--- src/pkg/reset_init_pkg.sv ---
/*
  Constants, register map and reset-type encoding for the reset initial-state block.
  Assumes an 8-bit register port and one 125 MHz system clock.
*/
// Overview of operation
// RQ1: Power-on clears timeout and power-down flags
// RQ2: Pin, low-voltage, USB resets keep both flags
// RQ3: Running watchdog reset sets timeout flag only
// RQ4: Idle watchdog reset sets both flags
// RQ5: Power-on disables interrupts, control zeroed
// RQ6: Reset clears watchdog, time base; watchdog restarts
// RQ7: Power-on stops all timer counters
// RQ8: Ports become inputs, all ones except idle-watchdog
// RQ9: Power-on points stack pointer at stack top
// RQ10: Values chosen by type; idle-watchdog keeps most
// RQ11: Idle watchdog reset zeroes counter and stack pointer
// RQ12: Low-voltage flag set by event, software clears
// RQ13: One reset-type indication selects value set
// RQ14: Undefined power-on bits are unchecked until written
package reset_init_pkg;

  typedef enum logic [2:0] {
    RT_NONE     = 3'h0,
    RT_POR      = 3'h1,
    RT_PIN      = 3'h2,
    RT_SUPPLY   = 3'h3,
    RT_USB      = 3'h4,
    RT_WDT_RUN  = 3'h5,
    RT_WDT_IDLE = 3'h6
  } reset_type_t;

  // Register indices on the plain port
  localparam logic [3:0] ADDR_STATUS     = 4'h0;
  localparam logic [3:0] ADDR_PC_LOW     = 4'h1;
  localparam logic [3:0] ADDR_SP         = 4'h2;
  localparam logic [3:0] ADDR_INT_CTRL   = 4'h3;
  localparam logic [3:0] ADDR_PORT_A     = 4'h4;
  localparam logic [3:0] ADDR_PORT_A_DIR = 4'h5;
  localparam logic [3:0] ADDR_RST_FLAG   = 4'h6;
  localparam logic [3:0] ADDR_TIMER_CTRL = 4'h7;
  localparam logic [3:0] ADDR_WDT        = 4'h8;
  localparam logic [3:0] ADDR_IRQ_STATUS = 4'h9;
  localparam logic [3:0] ADDR_IRQ_MASK   = 4'ha;
  localparam logic [3:0] ADDR_RESET_TYPE = 4'hb;
  localparam logic [3:0] ADDR_TIMEBASE   = 4'hc;

  // Field positions
  localparam int STATUS_TO_BIT   = 5;
  localparam int STATUS_PD_BIT   = 4;
  localparam int SUPPLY_FLAG_BIT = 2;
  localparam int TIMER_RUN_BIT   = 0;
  localparam int IRQ_RESET_BIT   = 0;
  localparam int IRQ_WDT_BIT     = 1;
  localparam int IRQ_SUPPLY_BIT  = 2;

  // Values after reset
  localparam logic [7:0] STATUS_RST    = 8'h00;
  localparam logic [7:0] STATUS_WMASK  = 8'hcf;
  localparam logic [7:0] PC_LOW_RST    = 8'h00;
  localparam logic [2:0] SP_TOP        = 3'h7;
  localparam logic [2:0] SP_ZERO       = 3'h0;
  localparam logic [6:0] INT_CTRL_RST  = 7'h00;
  localparam logic [7:0] PORT_RST      = 8'hff;
  localparam logic [2:0] RST_FLAG_RST  = 3'h0;
  localparam logic [7:0] TIMER_RST     = 8'h00;
  localparam logic [2:0] IRQ_RST       = 3'h0;
  localparam logic [15:0] COUNT_RST    = 16'h0000;
  localparam logic [15:0] COUNT_ONE    = 16'h0001;
  localparam logic [15:0] WDT_LAST     = 16'hffff;

endpackage

--- src/rtl/reset_initial_state.sv ---
/*
  Reset outcome logic: picks one reset type per event and loads the initial
  register values that the core and peripherals start from.
  Assumes detector pulses on i_clk, except the reset pin, which is asynchronous.
*/
// The implementer's own choices: the address map and strobed register access.
`timescale 1ns/1ps
module reset_initial_state (
  input  wire logic       i_clk,
  input  wire logic       i_arst_n,
  input  wire logic       i_reset_pin,
  input  wire logic       i_low_voltage_reset,
  input  wire logic       i_usb_reset,
  input  wire logic       i_wdt_timeout,
  input  wire logic       i_idle_mode,
  input  wire logic [3:0] i_addr,
  input  wire logic [7:0] i_wdata,
  input  wire logic       i_wr,
  input  wire logic       i_rd,
  output logic      [7:0] o_rdata,
  output logic            o_irq,
  output logic            o_reset_event,
  output logic      [2:0] o_reset_type,
  output logic            o_wdt_timeout_flag,
  output logic            o_power_down_flag,
  output logic      [7:0] o_program_counter_low,
  output logic      [2:0] o_stack_pointer,
  output logic      [6:0] o_interrupt_control_0,
  output logic      [7:0] o_port_a_data,
  output logic      [7:0] o_port_a_direction,
  output logic            o_timer_run
);

  reset_init_pkg::reset_type_t next_type;
  reset_init_pkg::reset_type_t reset_type;

  logic        pin_sync;
  logic        pin_prev;
  logic        pin_evt;
  logic        wdt_evt;
  logic        any_evt;
  logic        keep_state;
  logic [7:0]  status;
  logic [7:0]  program_counter_low;
  logic [2:0]  stack_pointer;
  logic [6:0]  interrupt_control_0;
  logic [7:0]  port_a_data;
  logic [7:0]  port_a_direction;
  logic [2:0]  reset_flag_register;
  logic [7:0]  timer_control;
  logic [15:0] watchdog_timer;
  logic [15:0] time_base;
  logic [2:0]  irq_status;
  logic [2:0]  irq_mask;
  logic [2:0]  irq_set;
  logic        wr_status;
  logic        first_cycle;

  sync_two_ff #(
    .WIDTH (1)
  ) u_pin_sync (
    .i_clk    (i_clk),
    .i_arst_n (i_arst_n),
    .i_async  (i_reset_pin),
    .o_sync   (pin_sync)
  );

  always_ff @(posedge i_clk or negedge i_arst_n) begin
    if (!i_arst_n) begin
      pin_prev <= 1'b0;
    end else begin
      pin_prev <= pin_sync;
    end
  end

  assign pin_evt    = pin_sync & ~pin_prev;
  assign wdt_evt    = i_wdt_timeout | (watchdog_timer == reset_init_pkg::WDT_LAST);
  assign any_evt    = (next_type != reset_init_pkg::RT_NONE);
  assign keep_state = (next_type == reset_init_pkg::RT_WDT_IDLE);
  assign wr_status  = i_wr && (i_addr == reset_init_pkg::ADDR_STATUS);

  // Simultaneous sources collapse to one type, supply fault first
  always_comb begin
    next_type = reset_init_pkg::RT_NONE;
    if (i_low_voltage_reset) begin
      next_type = reset_init_pkg::RT_SUPPLY; // RQ13
    end else if (pin_evt) begin
      next_type = reset_init_pkg::RT_PIN;
    end else if (i_usb_reset) begin
      next_type = reset_init_pkg::RT_USB;
    end else if (wdt_evt) begin
      next_type = i_idle_mode ? reset_init_pkg::RT_WDT_IDLE : reset_init_pkg::RT_WDT_RUN;
    end
  end

  always_ff @(posedge i_clk or negedge i_arst_n) begin
    if (!i_arst_n) begin
      reset_type    <= reset_init_pkg::RT_POR;
      o_reset_event <= 1'b1;
      first_cycle   <= 1'b1;
    end else begin
      first_cycle   <= 1'b0;
      o_reset_event <= any_evt; // RQ13
      if (any_evt) begin
        reset_type <= next_type;
      end
    end
  end

  // Status flags; other bits undefined at power-on, zero here
  always_ff @(posedge i_clk or negedge i_arst_n) begin
    if (!i_arst_n) begin
      status <= reset_init_pkg::STATUS_RST; // RQ1 RQ14
    end else begin
      if (wr_status) begin
        status <= (status & ~reset_init_pkg::STATUS_WMASK) |
                  (i_wdata & reset_init_pkg::STATUS_WMASK);
      end
      unique case (next_type)
        reset_init_pkg::RT_WDT_RUN: begin
          status[reset_init_pkg::STATUS_TO_BIT] <= 1'b1; // RQ3
        end
        reset_init_pkg::RT_WDT_IDLE: begin
          status[reset_init_pkg::STATUS_TO_BIT] <= 1'b1; // RQ4
          status[reset_init_pkg::STATUS_PD_BIT] <= 1'b1; // RQ10
        end
        default: begin // RQ2
          // Pin, supply and USB resets leave both flags alone
        end
      endcase
    end
  end

  // Program counter and stack pointer
  always_ff @(posedge i_clk or negedge i_arst_n) begin
    if (!i_arst_n) begin
      program_counter_low <= reset_init_pkg::PC_LOW_RST;
      stack_pointer       <= reset_init_pkg::SP_TOP; // RQ9
    end else if (any_evt) begin
      program_counter_low <= reset_init_pkg::PC_LOW_RST; // RQ10
      stack_pointer       <= keep_state ? reset_init_pkg::SP_ZERO : reset_init_pkg::SP_TOP; // RQ11
    end
  end

  // Interrupt control, ports and timers: idle watchdog keeps them
  always_ff @(posedge i_clk or negedge i_arst_n) begin
    if (!i_arst_n) begin
      interrupt_control_0 <= reset_init_pkg::INT_CTRL_RST; // RQ5
      port_a_data         <= reset_init_pkg::PORT_RST; // RQ8
      port_a_direction    <= reset_init_pkg::PORT_RST;
      timer_control       <= reset_init_pkg::TIMER_RST; // RQ7
    end else if (any_evt) begin
      if (!keep_state) begin
        interrupt_control_0 <= reset_init_pkg::INT_CTRL_RST; // RQ10
        port_a_data         <= reset_init_pkg::PORT_RST; // RQ8
        port_a_direction    <= reset_init_pkg::PORT_RST;
        timer_control       <= reset_init_pkg::TIMER_RST; // RQ7
      end
    end else if (i_wr) begin
      unique case (i_addr)
        reset_init_pkg::ADDR_INT_CTRL:   interrupt_control_0 <= i_wdata[6:0];
        reset_init_pkg::ADDR_PORT_A:     port_a_data         <= i_wdata;
        reset_init_pkg::ADDR_PORT_A_DIR: port_a_direction    <= i_wdata;
        reset_init_pkg::ADDR_TIMER_CTRL: timer_control       <= i_wdata;
        default: begin
        end
      endcase
    end
  end

  // Watchdog and time base restart on every reset
  always_ff @(posedge i_clk or negedge i_arst_n) begin
    if (!i_arst_n) begin
      watchdog_timer <= reset_init_pkg::COUNT_RST;
      time_base      <= reset_init_pkg::COUNT_RST;
    end else if (any_evt) begin
      watchdog_timer <= reset_init_pkg::COUNT_RST; // RQ6
      time_base      <= reset_init_pkg::COUNT_RST;
    end else begin
      time_base <= time_base + reset_init_pkg::COUNT_ONE;
      if (i_wr && (i_addr == reset_init_pkg::ADDR_WDT)) begin
        watchdog_timer <= reset_init_pkg::COUNT_RST;
      end else begin
        watchdog_timer <= watchdog_timer + reset_init_pkg::COUNT_ONE;
      end
    end
  end

  // Low-voltage flag: an event beats a clearing write in the same cycle
  always_ff @(posedge i_clk or negedge i_arst_n) begin
    if (!i_arst_n) begin
      reset_flag_register <= reset_init_pkg::RST_FLAG_RST;
    end else if (next_type == reset_init_pkg::RT_SUPPLY) begin
      reset_flag_register[reset_init_pkg::SUPPLY_FLAG_BIT] <= 1'b1; // RQ12
    end else if (i_wr && (i_addr == reset_init_pkg::ADDR_RST_FLAG)) begin
      reset_flag_register <= reset_flag_register & i_wdata[2:0]; // RQ12
    end
  end

  always_comb begin
    irq_set = '0;
    irq_set[reset_init_pkg::IRQ_RESET_BIT] = any_evt;
    irq_set[reset_init_pkg::IRQ_WDT_BIT]   = wdt_evt;
    irq_set[reset_init_pkg::IRQ_SUPPLY_BIT] = (next_type == reset_init_pkg::RT_SUPPLY);
  end

  // Sticky events, write one to clear, set wins
  always_ff @(posedge i_clk or negedge i_arst_n) begin
    if (!i_arst_n) begin
      irq_status <= reset_init_pkg::IRQ_RST;
      irq_mask   <= reset_init_pkg::IRQ_RST;
      o_irq      <= 1'b0;
    end else begin
      if (i_wr && (i_addr == reset_init_pkg::ADDR_IRQ_STATUS)) begin
        irq_status <= (irq_status & ~i_wdata[2:0]) | irq_set;
      end else begin
        irq_status <= irq_status | irq_set;
      end
      if (i_wr && (i_addr == reset_init_pkg::ADDR_IRQ_MASK)) begin
        irq_mask <= i_wdata[2:0];
      end
      o_irq <= |(irq_status & irq_mask);
    end
  end

  always_ff @(posedge i_clk or negedge i_arst_n) begin
    if (!i_arst_n) begin
      o_rdata <= 8'h00;
    end else if (i_rd) begin
      unique case (i_addr)
        reset_init_pkg::ADDR_STATUS:     o_rdata <= status;
        reset_init_pkg::ADDR_PC_LOW:     o_rdata <= program_counter_low;
        reset_init_pkg::ADDR_SP:         o_rdata <= {5'h00, stack_pointer};
        reset_init_pkg::ADDR_INT_CTRL:   o_rdata <= {1'b0, interrupt_control_0};
        reset_init_pkg::ADDR_PORT_A:     o_rdata <= port_a_data;
        reset_init_pkg::ADDR_PORT_A_DIR: o_rdata <= port_a_direction;
        reset_init_pkg::ADDR_RST_FLAG:   o_rdata <= {5'h00, reset_flag_register};
        reset_init_pkg::ADDR_TIMER_CTRL: o_rdata <= timer_control;
        reset_init_pkg::ADDR_WDT:        o_rdata <= watchdog_timer[15:8];
        reset_init_pkg::ADDR_IRQ_STATUS: o_rdata <= {5'h00, irq_status};
        reset_init_pkg::ADDR_IRQ_MASK:   o_rdata <= {5'h00, irq_mask};
        reset_init_pkg::ADDR_RESET_TYPE: o_rdata <= {5'h00, reset_type};
        reset_init_pkg::ADDR_TIMEBASE:   o_rdata <= time_base[15:8];
        default:                         o_rdata <= 8'h00;
      endcase
    end else begin
      o_rdata <= 8'h00;
    end
  end

  assign o_reset_type          = reset_type;
  assign o_wdt_timeout_flag    = status[reset_init_pkg::STATUS_TO_BIT];
  assign o_power_down_flag     = status[reset_init_pkg::STATUS_PD_BIT];
  assign o_program_counter_low = program_counter_low;
  assign o_stack_pointer       = stack_pointer;
  assign o_interrupt_control_0 = interrupt_control_0;
  assign o_port_a_data         = port_a_data;
  assign o_port_a_direction    = port_a_direction;
  assign o_timer_run           = timer_control[reset_init_pkg::TIMER_RUN_BIT];
endmodule

--- src/rtl/sync_two_ff.sv ---
/*
  Two flip-flop synchroniser for levels from outside the clock domain.
  Assumes the input is slow compared with the 125 MHz clock.
*/
`timescale 1ns/1ps
module sync_two_ff #(
  parameter int WIDTH = 1
) (
  input  wire logic             i_clk,
  input  wire logic             i_arst_n,
  input  wire logic [WIDTH-1:0] i_async,
  output logic      [WIDTH-1:0] o_sync
);

  logic [WIDTH-1:0] meta;

  // First stage feeds only the second
  always_ff @(posedge i_clk or negedge i_arst_n) begin
    if (!i_arst_n) begin
      meta   <= '0;
      o_sync <= '0;
    end else begin
      meta   <= i_async;
      o_sync <= meta;
    end
  end

endmodule

--- config.mk ---
export PLATFORM = sky130hd
export DESIGN_NAME = reset_initial_state
export DESIGN_NICKNAME = d
export VERILOG_FILES = /design/src/pkg/reset_init_pkg.sv /design/src/rtl/reset_initial_state.sv /design/src/rtl/sync_two_ff.sv
export SDC_FILE = /design/constraint.sdc
export NUM_CORES = 1
export LEC_CHECK = 0
export ABC_AREA = 1
export BUFFER_PORTS_ARGS = -buffer_cell sky130_fd_sc_hd__buf_2
export CAP_MARGIN = 25
export CORE_UTILIZATION = 55
export CTS_CLUSTER_SIZE = 24
export DETAILED_ROUTE_END_ITERATION = 16
export HOLD_SLACK_MARGIN = 0.02
export PLACE_DENSITY = 0.77
export SYNTH_ARGS = -nofsm -noshare
export SYNTH_HDL_FRONTEND = slang
export SYNTH_HIERARCHICAL = 1
export SYNTH_SLANG_ARGS = --single-unit
--- constraint.sdc ---
create_clock -name i_clk -period 5.7 [get_ports i_clk]
set_input_delay 1.14 -clock i_clk [delete_from_list [all_inputs] [get_ports i_clk]]
set_output_delay 1.14 -clock i_clk [all_outputs]
set_load 0.01 [all_outputs]
==> results.sh <==
export IMPL_cts_tree="yes"
export IMPL_wirelength_um=12860
export IMPL_cts_resized=0
export IMPL_initial_core_util=0.5694
export IMPL_nFillCells=756
export IMPL_cp_required_ns=6.01
export IMPL_worst_pin_slew_ns=1.028
export IMPL_path_clk_slew_ns=0.09
export IMPL_maxSlewViolCount=0
export IMPL_numPortBuffers=62
export IMPL_dp_slack_ns=2.347
export IMPL_hold_path_class="flip-flop to flip-flop"
export IMPL_p_per_area_nw_per_um2=256.2
export IMPL_cts_sinks=97
export IMPL_cts_buffers=9
export IMPL_synth_area_per_cell_sq_um=8.414
export IMPL_area_growth_pct=10.58
export IMPL_cap_violations=0
export IMPL_maxSlewHeadroom=0.3120
export IMPL_grt_util_met1=0.3960
export IMPL_setup_tns_final_ns=0
export IMPL_synth_xor_area_frac=0.01580
export IMPL_yosysWarnings=6
export IMPL_drtIter0Drc=448
export IMPL_synth_common_cells="144 x nand2_1, 78 x dfrtp_1, 73 x inv_1"
export IMPL_crit_path_end_kind="flip-flop"
export IMPL_worstHoldStart="u_pin_sync/meta"
export IMPL_hold_ws_ns=0.3582
export IMPL_synth_adder_area_share=0.005015
export IMPL_period_needed_ns=2.974
export IMPL_finalHoldViolCount=0
export IMPL_grt_pass1_wl_um=21120
export IMPL_antenna_found_initial=0
export IMPL_seqCellArea_sq_um=2451
export IMPL_synthTopCellsByArea="dfrtp_1 39%, nand2_1 11%, dfstp_2 10%, inv_1 5.5%, nor2_1 4.3%"
export IMPL_whs_path_depth=0
export IMPL_gp_congestion=0.9706
export IMPL_rsz0062_at_grt="no"
export IMPL_syn_inst=593
export IMPL_setup_ws_ns=2.726
export IMPL_ys_async_sr_fraction=1.000
export IMPL_grt_pass1_vias=4196
export IMPL_setup_violations=0
export IMPL_dpl_cell_area_sq_um=5296
export IMPL_rr_worst_depth=12
export IMPL_ios=71
export IMPL_antenna_left=0
export IMPL_design_area_sq_um=5518
export IMPL_finalNetCount=674
export IMPL_drive_gt1_frac=0.1951
export IMPL_cts_setup_buffers=0
export IMPL_antenna_cells=0
export IMPL_rows=34
export IMPL_synthSimpleGateAreaFrac=0.3082
export IMPL_synth_ff_type="dfrtp_1"
export IMPL_arrival_ns=3.28
export IMPL_htreeDepth=3
export IMPL_die_y_um=97.25
export IMPL_via_per_inst=5.762
export IMPL_root_buffer="clkbuf_8"
export IMPL_dpl_hpwl_um=9347
export IMPL_synth_edf_count=0
export IMPL_track_usage=0.2842
export IMPL_overflow=0
export IMPL_post_route_drc_count=0
export IMPL_vias=4402
export IMPL_yosysTopAreaCell="dfrtp_1"
export IMPL_synth_top_family_by_area="simple AND/OR/NAND/NOR gates"
export IMPL_start_kind="input pin"
export IMPL_synth_cell_types=42
export IMPL_fmax_ghz=0.3362
export IMPL_synthMuxAreaShare=0
export IMPL_grt_max_degree=60
export IMPL_path_class="input pin to flip-flop"
export IMPL_fin_skew_ns=0.01550
export IMPL_die_w_um=97.25
export IMPL_met2_usage=0.4301
export IMPL_timing_rr_start="watchdog_timer[0]"
export IMPL_leakage_nw=2.722
export IMPL_grt_busiest_layer="met2"
export IMPL_routedWlPerCell_um=16.83
export IMPL_clock_latency_ns=0.38
export IMPL_yosysMostFrequentCell="nand2_1"
export IMPL_hold_buffers=0
export IMPL_ir_worst_vdd_v=0.0001195
export IMPL_crit_fanout=26
export IMPL_drtPass1Iterations=8
export IMPL_clk_path_buf_depth=2
export IMPL_multiInputGateArea_sq_um=2102
export IMPL_synth_top_area_share=0.3912
export IMPL_totalPowerFinal_mw=1.414
export IMPL_status="finished, final reports clean"
export IMPL_die_area_sq_um=9458
export IMPL_coreArea_sq_um=8763
export IMPL_finalCritPeriodShare=0.5218
export IMPL_crit_start="i_low_voltage_reset"
export IMPL_netlist_area_sq_um=4990
export IMPL_yosysSeqAreaShare=0.4912
export IMPL_met3_usage=0.07050
export IMPL_ys_ff_latch=97
export IMPL_synth_compound_area_frac=0.08626
registers in the layout (all words and copies together) (netlist names):
| register | cells |
|---|---|
| pin_prev | 1 |
| o_reset_type | 3 |
| time_base | 16 |
| u_pin_sync/meta | 1 |
| o_irq | 1 |
| o_rdata | 8 |
| o_port_a_direction | 8 |
| u_pin_sync/o_sync | 1 |
| watchdog_timer | 16 |
| irq_status | 3 |
| o_interrupt_control_0 | 7 |
| o_port_a_data | 8 |
| status | 8 |
| irq_mask | 3 |
| o_reset_event | 1 |
| reset_flag_register | 3 |
| timer_control | 8 |
| o_stack_pointer | 1 |
layer usage:
metal / routed length [um] / share of wire
met5: 0 / 0
met1: 5589 / 0.43
met4: 321 / 0.025
met3: 1236 / 0.096
met2: 5712 / 0.44
per-stage QoR:
step                std cells    util
global route              764  0.6296
finish                    764  0.6296
detailed placement        748  0.6044
CTS                       764  0.6296
floorplan                 600       -
global placement          748  0.6044
cell usage in the layout (no fill, tap or decap), types with 3 or more instances in the layout:
master	n
nand2_2	6
a221oi_1	5
a211oi_1	6
a21oi_1	13
clkbuf_8	10
xor2_1	7
o22ai_1	5
dfstp_2	19
conb_1	8
nand3_4	3
nor2_1	57
inv_1	73
nand4_1	25
nor2_2	3
nand3_1	40
dfrtp_1	78
nand4_4	3
buf_2	61
nand2_4	5
nand2_1	144
nor3b_1	4
nor3_1	16
o21ai_0	29
a31oi_1	3
final cells by class:
class	instances	area share
flip-flops and latches	97	0.4442
multi-input cells	404	0.3810
repair buffers	63	0.05805
inverters	76	0.05215
clock buffers	11	0.02562
well taps	108	0.02449
clock inverters	5	0.01451
critical path, stage by stage:
cell	delay, ns
buf_2	0.12
nor2_2	0.76
nand3_4	0.45
nor3_2	0.61
nand2_1	0.10
nand2_1	0.09
logic make-up after synthesis:
group	Yosys count
AND/OR/NAND/NOR	315
buffers and inverters	99
flip-flops	97
AO/OA/AOI/OAI	70
XOR/XNOR	9
adder cells (fa/ha/maj)	2
other	1
where the power goes:
part           switching, mW  internal, mW  leakage, nW
Sequential            0.0258         0.731         1.22
Clock                  0.244         0.259        0.106
Combinational          0.108        0.0466         1.40
path summary, 6_finish.rpt:
check	slack (ns)	end
worst min register to register	0.36	u_pin_sync/o_sync
worst max register to register	3.06	o_interrupt_control_0[0]
max in group asynchronous	3.85	timer_control[5]
worst min-delay path	0.36	u_pin_sync/o_sync
worst max-delay path	2.73	o_interrupt_control_0[0]
min in group asynchronous	0.71	o_irq
No activity file was read; power rests on OpenSTA's default activity.
